$ cat src/agcr_pkg.sv
// package for the converter gain coefficient registers
// assumes a 32-bit APB slave at 50 MHz and byte addresses on paddr
package agcr_pkg;
   localparam int unsigned AGCR_ADDR_W = 32;
   localparam int unsigned AGCR_DATA_W = 32;
   localparam int unsigned AGCR_GAIN_W = 16;

   // register byte addresses
   localparam logic [31:0] AGCR_CUR_GAIN_ADDR = 32'hffff053c;
   localparam logic [31:0] AGCR_VOL_GAIN_ADDR = 32'hffff0540;
   localparam logic [31:0] AGCR_CTRL_ADDR = 32'hffff0600;
   localparam logic [31:0] AGCR_STATUS_ADDR = 32'hffff0604;

   // control register fields
   localparam int unsigned AGCR_CTRL_EN_BIT = 0;
   localparam int unsigned AGCR_CTRL_MODE_LSB = 1;
   localparam int unsigned AGCR_CTRL_MODE_W = 2;
   localparam logic [1:0] AGCR_MODE_IDLE = 2'h0;
   localparam logic [1:0] AGCR_MODE_CONVERT = 2'h1;
   localparam logic [1:0] AGCR_MODE_CAL_CUR = 2'h2;
   localparam logic [1:0] AGCR_MODE_CAL_VOL = 2'h3;
   localparam logic [2:0] AGCR_CTRL_RESET = 3'h0;

   // status register fields
   localparam int unsigned AGCR_STAT_OPEN_BIT = 0;
   localparam int unsigned AGCR_STAT_BUSY_BIT = 1;
   localparam int unsigned AGCR_STAT_REFUSED_BIT = 2;

   // scaling: coefficient of 0x8000 means unity gain
   localparam int unsigned AGCR_GAIN_FRAC = 15;

   // least enabled-and-idle time before coefficient writes are accepted
   localparam int unsigned AGCR_CLK_PERIOD_PS = 20000;
   localparam int unsigned AGCR_IDLE_MIN_PS = 23000000;
   localparam int unsigned AGCR_IDLE_MIN_CYC =
      (AGCR_IDLE_MIN_PS + AGCR_CLK_PERIOD_PS - 1) / AGCR_CLK_PERIOD_PS;
endpackage : agcr_pkg

$ cat src/agcr_idle_timer.sv
// counts how long the converter has been enabled and idle
// assumes enable and idle are synchronous levels from the control register
`timescale 1ns/100ps
`default_nettype none
module agcr_idle_timer
   import agcr_pkg::*;
#(
   parameter int unsigned MIN_CYC = AGCR_IDLE_MIN_CYC
) (
   input wire logic core_clk_in,
   input wire logic rst_in,
   input wire logic enabled_in,
   input wire logic idle_in,
   output logic open_out
);
   localparam int unsigned CNT_W = $clog2(MIN_CYC + 1);
   localparam logic [CNT_W-1:0] CNT_MAX = CNT_W'(MIN_CYC);

   logic [CNT_W-1:0] cnt_d;
   logic [CNT_W-1:0] cnt_q;

   // saturating count; any leave of idle restarts the wait
   always_comb begin
      cnt_d = cnt_q;
      if (rst_in || !enabled_in || !idle_in) begin
         cnt_d = '0;
      end else if (cnt_q != CNT_MAX) begin
         cnt_d = cnt_q + CNT_W'(1);
      end
   end

   always_ff @(posedge core_clk_in) begin
      cnt_q <= cnt_d;
   end

   assign open_out = (cnt_q == CNT_MAX);
endmodule : agcr_idle_timer
`default_nettype wire

$ cat src/agcr_scaler.sv
// scales one channel's raw conversion result by its gain coefficient
// assumes unsigned results; product saturates at full scale
`timescale 1ns/100ps
`default_nettype none
module agcr_scaler
   import agcr_pkg::*;
#(
   parameter int unsigned RES_W = 16
) (
   input wire logic core_clk_in,
   input wire logic rst_in,
   input wire logic [RES_W-1:0] raw_in,
   input wire logic raw_valid_in,
   input wire logic [AGCR_GAIN_W-1:0] gain_in,
   output logic [RES_W-1:0] scaled_out,
   output logic scaled_valid_out
);
   localparam int unsigned PROD_W = RES_W + AGCR_GAIN_W;

   logic [PROD_W-1:0] prod;
   logic [RES_W-1:0] scaled_d;
   logic [RES_W-1:0] scaled_q;
   logic valid_d;
   logic valid_q;

   always_comb begin
      prod = PROD_W'(raw_in) * PROD_W'(gain_in);
      scaled_d = scaled_q;
      valid_d = 1'b0;
      if (rst_in) begin
         scaled_d = '0;
      end else if (raw_valid_in) begin
         valid_d = 1'b1;
         // gains above unity may overflow; clip rather than wrap
         if (prod[PROD_W-1]) begin
            scaled_d = '1;
         end else begin
            scaled_d = prod[AGCR_GAIN_FRAC +: RES_W];
         end
      end
   end

   always_ff @(posedge core_clk_in) begin
      scaled_q <= scaled_d;
      valid_q <= valid_d;
   end

   assign scaled_out = scaled_q;
   assign scaled_valid_out = valid_q;
endmodule : agcr_scaler
`default_nettype wire

$ cat src/agcr_top.sv
// gain coefficient registers of the current and voltage converters, APB slave
// assumes converter core answers a calibration start with one done pulse
//
// Summary of operation
// - hold a 16-bit current gain coefficient and scale current results with it
// - hold a separate 16-bit voltage gain coefficient scaling voltage results
// - load both coefficients from factory value inputs at power-on
// - a current gain calibration replaces the current coefficient with its outcome
// - a voltage gain calibration overwrites the voltage coefficient with its outcome
//
// Local design decision: the APB register port.
`timescale 1ns/100ps
`default_nettype none
module agcr_top
   import agcr_pkg::*;
#(
   parameter int unsigned RES_W = 16,
   parameter int unsigned IDLE_CYC = AGCR_IDLE_MIN_CYC
) (
   input wire logic core_clk_in,
   input wire logic rst_in,
   // apb slave
   input wire logic psel_in,
   input wire logic penable_in,
   input wire logic pwrite_in,
   input wire logic [AGCR_ADDR_W-1:0] paddr_in,
   input wire logic [AGCR_DATA_W-1:0] pwdata_in,
   output logic [AGCR_DATA_W-1:0] prdata_out,
   output logic pready_out,
   output logic pslverr_out,
   // factory trim values
   input wire logic [AGCR_GAIN_W-1:0] factory_cur_gain_in,
   input wire logic [AGCR_GAIN_W-1:0] factory_vol_gain_in,
   // converter core
   output logic conv_enable_out,
   output logic [AGCR_CTRL_MODE_W-1:0] conv_mode_out,
   output logic cal_start_out,
   input wire logic cal_done_in,
   input wire logic [AGCR_GAIN_W-1:0] cal_gain_in,
   // raw and scaled results
   input wire logic [RES_W-1:0] cur_raw_in,
   input wire logic cur_raw_valid_in,
   input wire logic [RES_W-1:0] vol_raw_in,
   input wire logic vol_raw_valid_in,
   output logic [RES_W-1:0] cur_result_out,
   output logic cur_result_valid_out,
   output logic [RES_W-1:0] vol_result_out,
   output logic vol_result_valid_out
);
   typedef enum logic [2:0] {
      AGCR_SEL_NONE,
      AGCR_SEL_CUR,
      AGCR_SEL_VOL,
      AGCR_SEL_CTRL,
      AGCR_SEL_STATUS
   } agcr_sel_t;

   function automatic agcr_sel_t agcr_decode(input logic [AGCR_ADDR_W-1:0] addr);
      agcr_sel_t sel;
      sel = AGCR_SEL_NONE;
      if (addr == AGCR_CUR_GAIN_ADDR) begin
         sel = AGCR_SEL_CUR;
      end else if (addr == AGCR_VOL_GAIN_ADDR) begin
         sel = AGCR_SEL_VOL;
      end else if (addr == AGCR_CTRL_ADDR) begin
         sel = AGCR_SEL_CTRL;
      end else if (addr == AGCR_STATUS_ADDR) begin
         sel = AGCR_SEL_STATUS;
      end
      return sel;
   endfunction : agcr_decode

   // register state
   logic [AGCR_GAIN_W-1:0] cur_gain_d;
   logic [AGCR_GAIN_W-1:0] cur_gain_q;
   logic [AGCR_GAIN_W-1:0] vol_gain_d;
   logic [AGCR_GAIN_W-1:0] vol_gain_q;
   logic en_d;
   logic en_q;
   logic [AGCR_CTRL_MODE_W-1:0] mode_d;
   logic [AGCR_CTRL_MODE_W-1:0] mode_q;
   logic busy_d;
   logic busy_q;
   logic refused_d;
   logic refused_q;
   logic start_d;
   logic start_q;
   logic [AGCR_DATA_W-1:0] rdata_d;
   logic [AGCR_DATA_W-1:0] rdata_q;
   logic err_d;
   logic err_q;

   agcr_sel_t sel;
   logic setup;
   logic wr_fire;
   logic write_open;
   logic [AGCR_DATA_W-1:0] status_word;
   logic [AGCR_DATA_W-1:0] ctrl_word;
   logic [AGCR_CTRL_MODE_W-1:0] wr_mode;

   agcr_idle_timer #(
      .MIN_CYC(IDLE_CYC)
   ) u_idle_timer (
      .core_clk_in(core_clk_in),
      .rst_in(rst_in),
      .enabled_in(en_q),
      .idle_in(mode_q == AGCR_MODE_IDLE && !busy_q),
      .open_out(write_open)
   );

   assign sel = agcr_decode(paddr_in);
   assign setup = psel_in && !penable_in;
   // zero-wait slave: every access phase completes at once
   assign wr_fire = psel_in && penable_in && pwrite_in;
   assign wr_mode = pwdata_in[AGCR_CTRL_MODE_LSB +: AGCR_CTRL_MODE_W];

   always_comb begin
      status_word = '0;
      status_word[AGCR_STAT_OPEN_BIT] = write_open;
      status_word[AGCR_STAT_BUSY_BIT] = busy_q;
      status_word[AGCR_STAT_REFUSED_BIT] = refused_q;
      ctrl_word = '0;
      ctrl_word[AGCR_CTRL_EN_BIT] = en_q;
      ctrl_word[AGCR_CTRL_MODE_LSB +: AGCR_CTRL_MODE_W] = mode_q;
   end

   // read data and error latched at setup, shown during the access phase
   always_comb begin
      rdata_d = rdata_q;
      err_d = err_q;
      if (rst_in) begin
         rdata_d = '0;
         err_d = 1'b0;
      end else if (setup) begin
         err_d = (sel == AGCR_SEL_NONE);
         rdata_d = '0;
         if (!pwrite_in) begin
            if (sel == AGCR_SEL_CUR) begin
               rdata_d = AGCR_DATA_W'(cur_gain_q);
            end else if (sel == AGCR_SEL_VOL) begin
               rdata_d = AGCR_DATA_W'(vol_gain_q);
            end else if (sel == AGCR_SEL_CTRL) begin
               rdata_d = ctrl_word;
            end else if (sel == AGCR_SEL_STATUS) begin
               rdata_d = status_word;
            end
         end
      end
   end

   // coefficient registers
   always_comb begin
      cur_gain_d = cur_gain_q;
      vol_gain_d = vol_gain_q;
      if (rst_in) begin
         cur_gain_d = factory_cur_gain_in;
         vol_gain_d = factory_vol_gain_in;
      end else begin
         // a guarded write ahead of the idle interval changes no coefficient, only the refused flag
         if (wr_fire && write_open) begin
            if (sel == AGCR_SEL_CUR) begin
               cur_gain_d = pwdata_in[AGCR_GAIN_W-1:0];
            end else if (sel == AGCR_SEL_VOL) begin
               vol_gain_d = pwdata_in[AGCR_GAIN_W-1:0];
            end
         end
         // calibration outcome lands last so it wins over a same-cycle write
         if (busy_q && cal_done_in) begin
            if (mode_q == AGCR_MODE_CAL_CUR) begin
               cur_gain_d = cal_gain_in;
            end else if (mode_q == AGCR_MODE_CAL_VOL) begin
               vol_gain_d = cal_gain_in;
            end
         end
      end
   end

   // converter mode, calibration sequencing, status flags
   always_comb begin
      en_d = en_q;
      mode_d = mode_q;
      busy_d = busy_q;
      refused_d = refused_q;
      start_d = 1'b0;
      if (rst_in) begin
         en_d = AGCR_CTRL_RESET[AGCR_CTRL_EN_BIT];
         mode_d = AGCR_CTRL_RESET[AGCR_CTRL_MODE_LSB +: AGCR_CTRL_MODE_W];
         busy_d = 1'b0;
         refused_d = 1'b0;
      end else begin
         if (wr_fire && sel == AGCR_SEL_CTRL) begin
            en_d = pwdata_in[AGCR_CTRL_EN_BIT];
            mode_d = wr_mode;
            busy_d = 1'b0;
            // calibration only runs on an enabled converter
            if (pwdata_in[AGCR_CTRL_EN_BIT] &&
                (wr_mode == AGCR_MODE_CAL_CUR || wr_mode == AGCR_MODE_CAL_VOL)) begin
               start_d = 1'b1;
               busy_d = 1'b1;
            end
         end else if (busy_q && cal_done_in) begin
            busy_d = 1'b0;
            mode_d = AGCR_MODE_IDLE;
         end
         // write one to clear; a new refusal in the same cycle keeps it set
         if (wr_fire && sel == AGCR_SEL_STATUS && pwdata_in[AGCR_STAT_REFUSED_BIT]) begin
            refused_d = 1'b0;
         end
         if (wr_fire && !write_open && (sel == AGCR_SEL_CUR || sel == AGCR_SEL_VOL)) begin
            refused_d = 1'b1;
         end
      end
   end

   always_ff @(posedge core_clk_in) begin
      cur_gain_q <= cur_gain_d;
      vol_gain_q <= vol_gain_d;
      en_q <= en_d;
      mode_q <= mode_d;
      busy_q <= busy_d;
      refused_q <= refused_d;
      start_q <= start_d;
      rdata_q <= rdata_d;
      err_q <= err_d;
   end

   agcr_scaler #(
      .RES_W(RES_W)
   ) u_cur_scaler (
      .core_clk_in(core_clk_in),
      .rst_in(rst_in),
      .raw_in(cur_raw_in),
      .raw_valid_in(cur_raw_valid_in),
      .gain_in(cur_gain_q),
      .scaled_out(cur_result_out),
      .scaled_valid_out(cur_result_valid_out)
   );

   agcr_scaler #(
      .RES_W(RES_W)
   ) u_vol_scaler (
      .core_clk_in(core_clk_in),
      .rst_in(rst_in),
      .raw_in(vol_raw_in),
      .raw_valid_in(vol_raw_valid_in),
      .gain_in(vol_gain_q),
      .scaled_out(vol_result_out),
      .scaled_valid_out(vol_result_valid_out)
   );

   assign prdata_out = rdata_q;
   assign pready_out = psel_in && penable_in;
   assign pslverr_out = psel_in && penable_in && err_q;
   assign conv_enable_out = en_q;
   assign conv_mode_out = mode_q;
   assign cal_start_out = start_q;
endmodule : agcr_top
`default_nettype wire

$ cat config.mk
export PLATFORM = sky130hd
export DESIGN_NAME = agcr_top
export DESIGN_NICKNAME = d
export VERILOG_FILES = /design/src/agcr_pkg.sv /design/src/agcr_idle_timer.sv /design/src/agcr_scaler.sv /design/src/agcr_top.sv
export SDC_FILE = /design/constraint.sdc
export NUM_CORES = 1
export LEC_CHECK = 0
export ABC_CLOCK_PERIOD_IN_PS = 12200
export BUFFER_PORTS_ARGS = -buffer_cell sky130_fd_sc_hd__buf_2
export CAP_MARGIN = 10
export CELL_PAD_IN_SITES_DETAIL_PLACEMENT = 1
export CELL_PAD_IN_SITES_GLOBAL_PLACEMENT = 1
export CORE_AREA = 5 5 270 272
export DETAILED_ROUTE_END_ITERATION = 7
export DIE_AREA = 0 0 275 277
export GPL_TIMING_DRIVEN = 0
export PLACE_DENSITY = 0.55
export SYNTH_ARGS = -nofsm -noshare
export SYNTH_HDL_FRONTEND = slang
export SYNTH_SLANG_ARGS = --single-unit
$ cat constraint.sdc
create_clock -name core_clk_in -period 12.2 [get_ports core_clk_in]
set_input_delay 3.05 -clock core_clk_in [delete_from_list [all_inputs] [get_ports core_clk_in]]
set_output_delay 3.05 -clock core_clk_in [all_outputs]
set_load 0.005 [all_outputs]
# Yosys cells after proc, flatten, opt, wreduce, memory -nomap -nowiden

Index checks and enable logic that the tools add are counted.

Bits in read-only memories: 0
Memory bits (writable): 0
Latch bits: 0
Register bits: 116
Memories kept: 0

Equal/unequal tests: 14
$lt $le $gt $ge: 0
Reduce and logical (&&, ||, !) cells: 27
Divide/modulo/power cells: 0
$mul: 2
Mux-type cells: 32
Bitwise logic cells: 1
Add/sub/neg operators: 1
Shift operators: 0

Operators by type and width:

| cell                                                             | count |
|---|---|
| 16-bit 2-to-1 mux                                                | 17 |
| 32-bit == test (second input constant)                           | 4 |
| 16-bit by 16-bit multiplier with 32-bit output                   | 2 |
| 3-bit 2-to-1 mux                                                 | 6 |
| 1-bit logical AND                                                | 13 |
| 11-bit by 1-bit adder with 11-bit output (second input constant) | 1 |
| 11-bit == test (second input constant)                           | 1 |
| 11-bit != test (second input constant)                           | 1 |
| 2-bit == test (second input constant)                            | 4 |
| 1-bit 2-to-1 mux                                                 | 7 |
| 3-bit by 2-bit == test with 1-bit output (second input constant) | 2 |
| 1-bit logical NOT                                                | 5 |
| 1-bit logical OR                                                 | 4 |
| 2-bit 2-to-1 mux                                                 | 2 |
| 2-bit nonzero test                                               | 2 |
| 3-bit by 1-bit == test with 1-bit output (second input constant) | 1 |
| 3-bit == test (second input constant)                            | 1 |
| 3-bit logical NOT                                                | 1 |
| 2-bit logical NOT                                                | 1 |
| 2-bit OR reduction                                               | 1 |
| 1-bit inverter                                                   | 1 |

# Depth between registers and ports, before layout

Depth after elaboration: 13
Depth in mapped cells: 26
Gate-level depth less buffers: 22

# Hierarchy

Synthesis repeated with hierarchy kept, for this count alone.

Cells, all modules: 2487
Area, all modules: 21488.1 µm²

Modules (own cells, without submodules):

| module                      | area each (µm²) | instances | cells an instance |
|---|---|---|---|
| agcr_scaler at u_vol_scaler | 8792.2          | 1         | 989 |
| agcr_scaler at u_cur_scaler | 8673.3          | 1         | 965 |
| agcr_top                    | 3445.8          | 1         | 470 |
| agcr_idle_timer             | 576.8           | 1         | 63 |

# Worst setup path before layout

OpenSTA, ideal clock, no wires.

Path type: input port to flip-flop
Start: input cur_raw_in[7]
End: register u_cur_scaler.scaled_q[0] (netlist: u_cur_scaler.scaled_out[0])
Arrival: 8776 ps
Stages on the path: 23
Setup slack: 3286 ps
Library setup time: 137 ps
Path through: clkbuf_1 nand2_1 fa_1 inv_1 fa_1 inv_1 fa_1 inv_1 fa_1 fa_1 inv_1 fa_1 inv_1 ha_1 a21o_1 a211oi_1 o221ai_1 o21ai_0 nand2_1 a211oi_1 mux2i_1 clkbuf_1 a211oi_1

Longest elaborated chain between the ends: 2

RTL lines:

| element                                        | RTL line          | RTL |
|---|---|---|
| from (decl)                                    | agcr_top.sv:41    | `input wire logic [RES_W-1:0] cur_raw_in,` |
| 16-bit by 16-bit multiplier with 32-bit output | agcr_scaler.sv:27 | `prod = PROD_W'(raw_in) * PROD_W'(gain_in);` |
| 16-bit 2-to-1 mux                              | agcr_scaler.sv:35 | `if (prod[PROD_W-1]) begin` |
| to (signal assigned)                           | agcr_scaler.sv:44 | `scaled_q <= scaled_d;` |
| to (decl)                                      | agcr_scaler.sv:22 | `logic [RES_W-1:0] scaled_q;` |

No other way between the ends.
A chain may end at the register's enable or synchronous reset.

# Worst setup path after layout

Same ends and word-level chain as after synthesis.

==> reports/results.tsv <==
metric	value	unit
outcome	complete, no violations	
numCtsBuffers	9	
cts_buffer_depth	2	
synth-compound-area-share	8.75	%
period_share	88.3	%
final_nets	3339	
routed_via_density	4.75	
power_density	274	nW/um^2
cp-end-kind	register	
drv_cap	0	
synth.top_cells.by_area	fa_1 (37%), ha_1 (12%), dfxtp_1 (9.6%)	
die_w	275	microns
routed_wl	72200	microns
hp-start	prdata_out[1]	
grt_start_max_net_pins	22	
worst_pin_slew	1250	ps
root_buffer	clkbuf_16	
fmax	92.8	MHz
path_class	in2reg	
first_pass_iters	4	
layout_min_cycle_time	10780	ps
startpoint	cur_raw_in[7]	
synth_top_family_by_area	adder cells	
cp-start-kind	input port	
synth.avg_cell_area	8.77	sq um
r2r_slack	3380	ps
skew	28.7	ps
initial_core_util	29.6	%
final_area	23400	sq um
setup-violations-final	0	
die_h	277	microns
yosys.area.top_type	fa_1	
htree_levels	3	
wl_per_cell	20.3	microns
portBuffers	189	
drive_gt1_share	9.53	%
synth_top_area_share	37.0	%
min_to	prdata_out[1]	
syn2layout_area_growth	12.0	%
place_area	23100	sq um
cts_tree	yes	
cts_num_sinks	100	
clk_latency	410	ps
holdPathStages	2	
yosys_warnings	0	
yosysSeqAreaShare	9.58	%
synth_edf_count	0	
arrival	11000	ps
synth.distinct_cells	75	
grt_setup_unrepaired	no	
drt_iter0_drc	549	
synth-xor-area-share	1.80	%
antenna_left	0	
post_cts_buffers	0	
synth-simple-area-share	18.0	%
grt_overflow_total	0	
clk_pin_slew	90	ps
final_cells	3556	
die_area	76200	sq um
track_usage	19.0	%
synth_area	20900	sq um
synthAdderAreaFrac	49.2	%
fin_tns_setup	0	ps
cp.required	12420	ps
cts_resized	0	
timing.rr.start	cur_gain_q[8]	
rows	98	
crit_path_max_fanout	10	
vias	16900	
placed_cells_incl_taps	3536	
hold_buffers	0	
ys_seq_elements	100	
post-dp-hpwl	61000	microns
core-area	70500	sq um
synthMuxAreaShare	1.63	%
ys.flop_type	dfxtp_1	
reg2reg_depth	24	
pin_count	224	
r2r-end	u_cur_scaler.scaled_out[0]	
hp-class	reg2reg	
max-slew-margin-rel	16.5	%
hold_viol_final	0	
grt_pass1_wl	112000	microns
drt_drc_violations_left	0	
leakage	0.0116	uW
grt_antenna_before_repair	5	
ir_drop	0.000323	V
synth-async-reset-ratio	0	%
grt_pass1_vias	18900	
gp_congestion	0.836	
netlist_instances	2382	
slew_viol_final	0	
==> flip-flops by register name (all words and copies together), names as in the netlist <==
register                       cells
vol_gain_q                        16
busy_q                             1
conv_mode_out                      2
u_vol_scaler.scaled_valid_out      1
cal_start_out                      1
prdata_out                        16
u_idle_timer.cnt_q                11
u_cur_scaler.scaled_valid_out      1
cur_gain_q                        16
refused_q                          1
u_cur_scaler.scaled_out           16
err_q                              1
u_vol_scaler.scaled_out           16
conv_enable_out                    1
==> routing by layer <==
metal  wire length (microns)  track usage (%)  part of all wire, %  vias to the layer above
li1                        -                -                    -                     7786
met1                   31400             24.7                   43                     8797
met2                   37400             34.2                   52                      251
met3                    2070             2.02                  2.9                       58
met4                    1320             4.12                  1.8                        4
met5                      27                0                0.037                        -
==> cell usage in the layout, fill, tap and decap left out, types with 3 or more instances in the layout <==
master	instances
and2_1	232
and3_1	10
fa_1	386
a22o_1	15
nand3_1	21
nor2_1	90
nor3_1	12
nor4b_1	4
a21boi_0	3
a211oi_1	52
ha_1	204
o21ai_0	47
nand2_1	346
nand2b_1	3
o211ai_1	5
a21o_1	46
clkbuf_1	105
clkbuf_16	9
buf_2	192
buf_6	4
a21oi_1	43
xnor2_1	20
xor2_1	23
inv_1	450
o21a_1	5
dfxtp_1	100
a211o_1	3
conb_1	16
nor2b_1	9
nand4_1	18
buf_4	19
diode_2	4
mux2i_1	34
clkinv_8	3
a22oi_1	15
==> power breakdown <==
group          internal [uW]  leakage, uW  switching (uW)  total, uW
logic                   2310       0.0107            3350       5670
registers                385     0.000826            45.1        430
clock network            149     0.000152             182        331
total                   2840       0.0116            3580       6430
==> cells by family after synthesis <==
kind of cell / Yosys count
AO/OA/AOI/OAI: 263
XOR/XNOR: 43
adder cells (fa/ha/maj): 590
buffers and inverters: 583
flip-flops: 100
multiplexers: 34
other: 1
AND/OR/NAND/NOR: 768
==> cells in the mapped netlist, types with 18 or more instances <==
| master | n |
|---|---|
| inv_1 | 450 |
| fa_1 | 386 |
| nand2_1 | 346 |
| and2_1 | 232 |
| ha_1 | 204 |
| clkbuf_1 | 105 |
| dfxtp_1 | 100 |
| nor2_1 | 90 |
| a211oi_1 | 52 |
| o21ai_0 | 47 |
| a21o_1 | 46 |
| a21oi_1 | 43 |
| mux2i_1 | 34 |
| xor2_1 | 23 |
| nand3_1 | 21 |
| xnor2_1 | 20 |
| buf_4 | 19 |
| nand4_1 | 18 |
==> worst max-delay path, cell delays in order <==
cell      delay [ps]
buf_2            210
clkbuf_1         530
nand2_1          160
fa_1             570
inv_1             60
fa_1             500
inv_1             60
fa_1             530
inv_1             50
fa_1             450
fa_1             500
inv_1             50
fa_1             470
inv_1             50
ha_1             330
a21o_1           250
a211oi_1         260
o221ai_1         270
o21ai_0          740
nand2_1          230
a211oi_1         330
mux2i_1          600
clkbuf_1         550
a211oi_1         170
==> area by class of cell <==
class	instances	area, sq um
Tap cell	950	1190
Timing Repair Buffer	189	946
Inverter	450	1690
Multi-Input combinational cell	1714	16700
Sequential cell	100	2000
Clock buffer	9	225
Fill cell	8388	47100
Clock inverter	7	91.3
Buffer	133	611
Antenna cell	4	10.0
==> through the flow <==
stage          total power (uW)  hold slack, ps  util, %  worst slack (ps)
2_1_floorplan              4540             432        -              3290
3_5_place_dp               6190             455     32.8              1040
5_1_grt                    7290             496     33.2              1090
3_3_place_gp               6040             449     32.8              1150
4_1_cts                    6590             469     33.2              1450
6_report                   6430             462     33.2              1420
==> worst max-delay path by stage <==
stage | slack (ps) | cells past startpoint | endpoint
finish | 1420 | 24 | u_cur_scaler.scaled_out[0]
global route | 1090 | 24 | u_cur_scaler.scaled_out[0]
CTS | 1450 | 22 | u_cur_scaler.scaled_out[0]
detailed placement | 1040 | 22 | u_cur_scaler.scaled_out[0]
global placement | 1150 | 24 | u_cur_scaler.scaled_out[4]
floorplan | 3290 | 23 | u_cur_scaler.scaled_out[0]
Power figures use the tool's default switching activity.
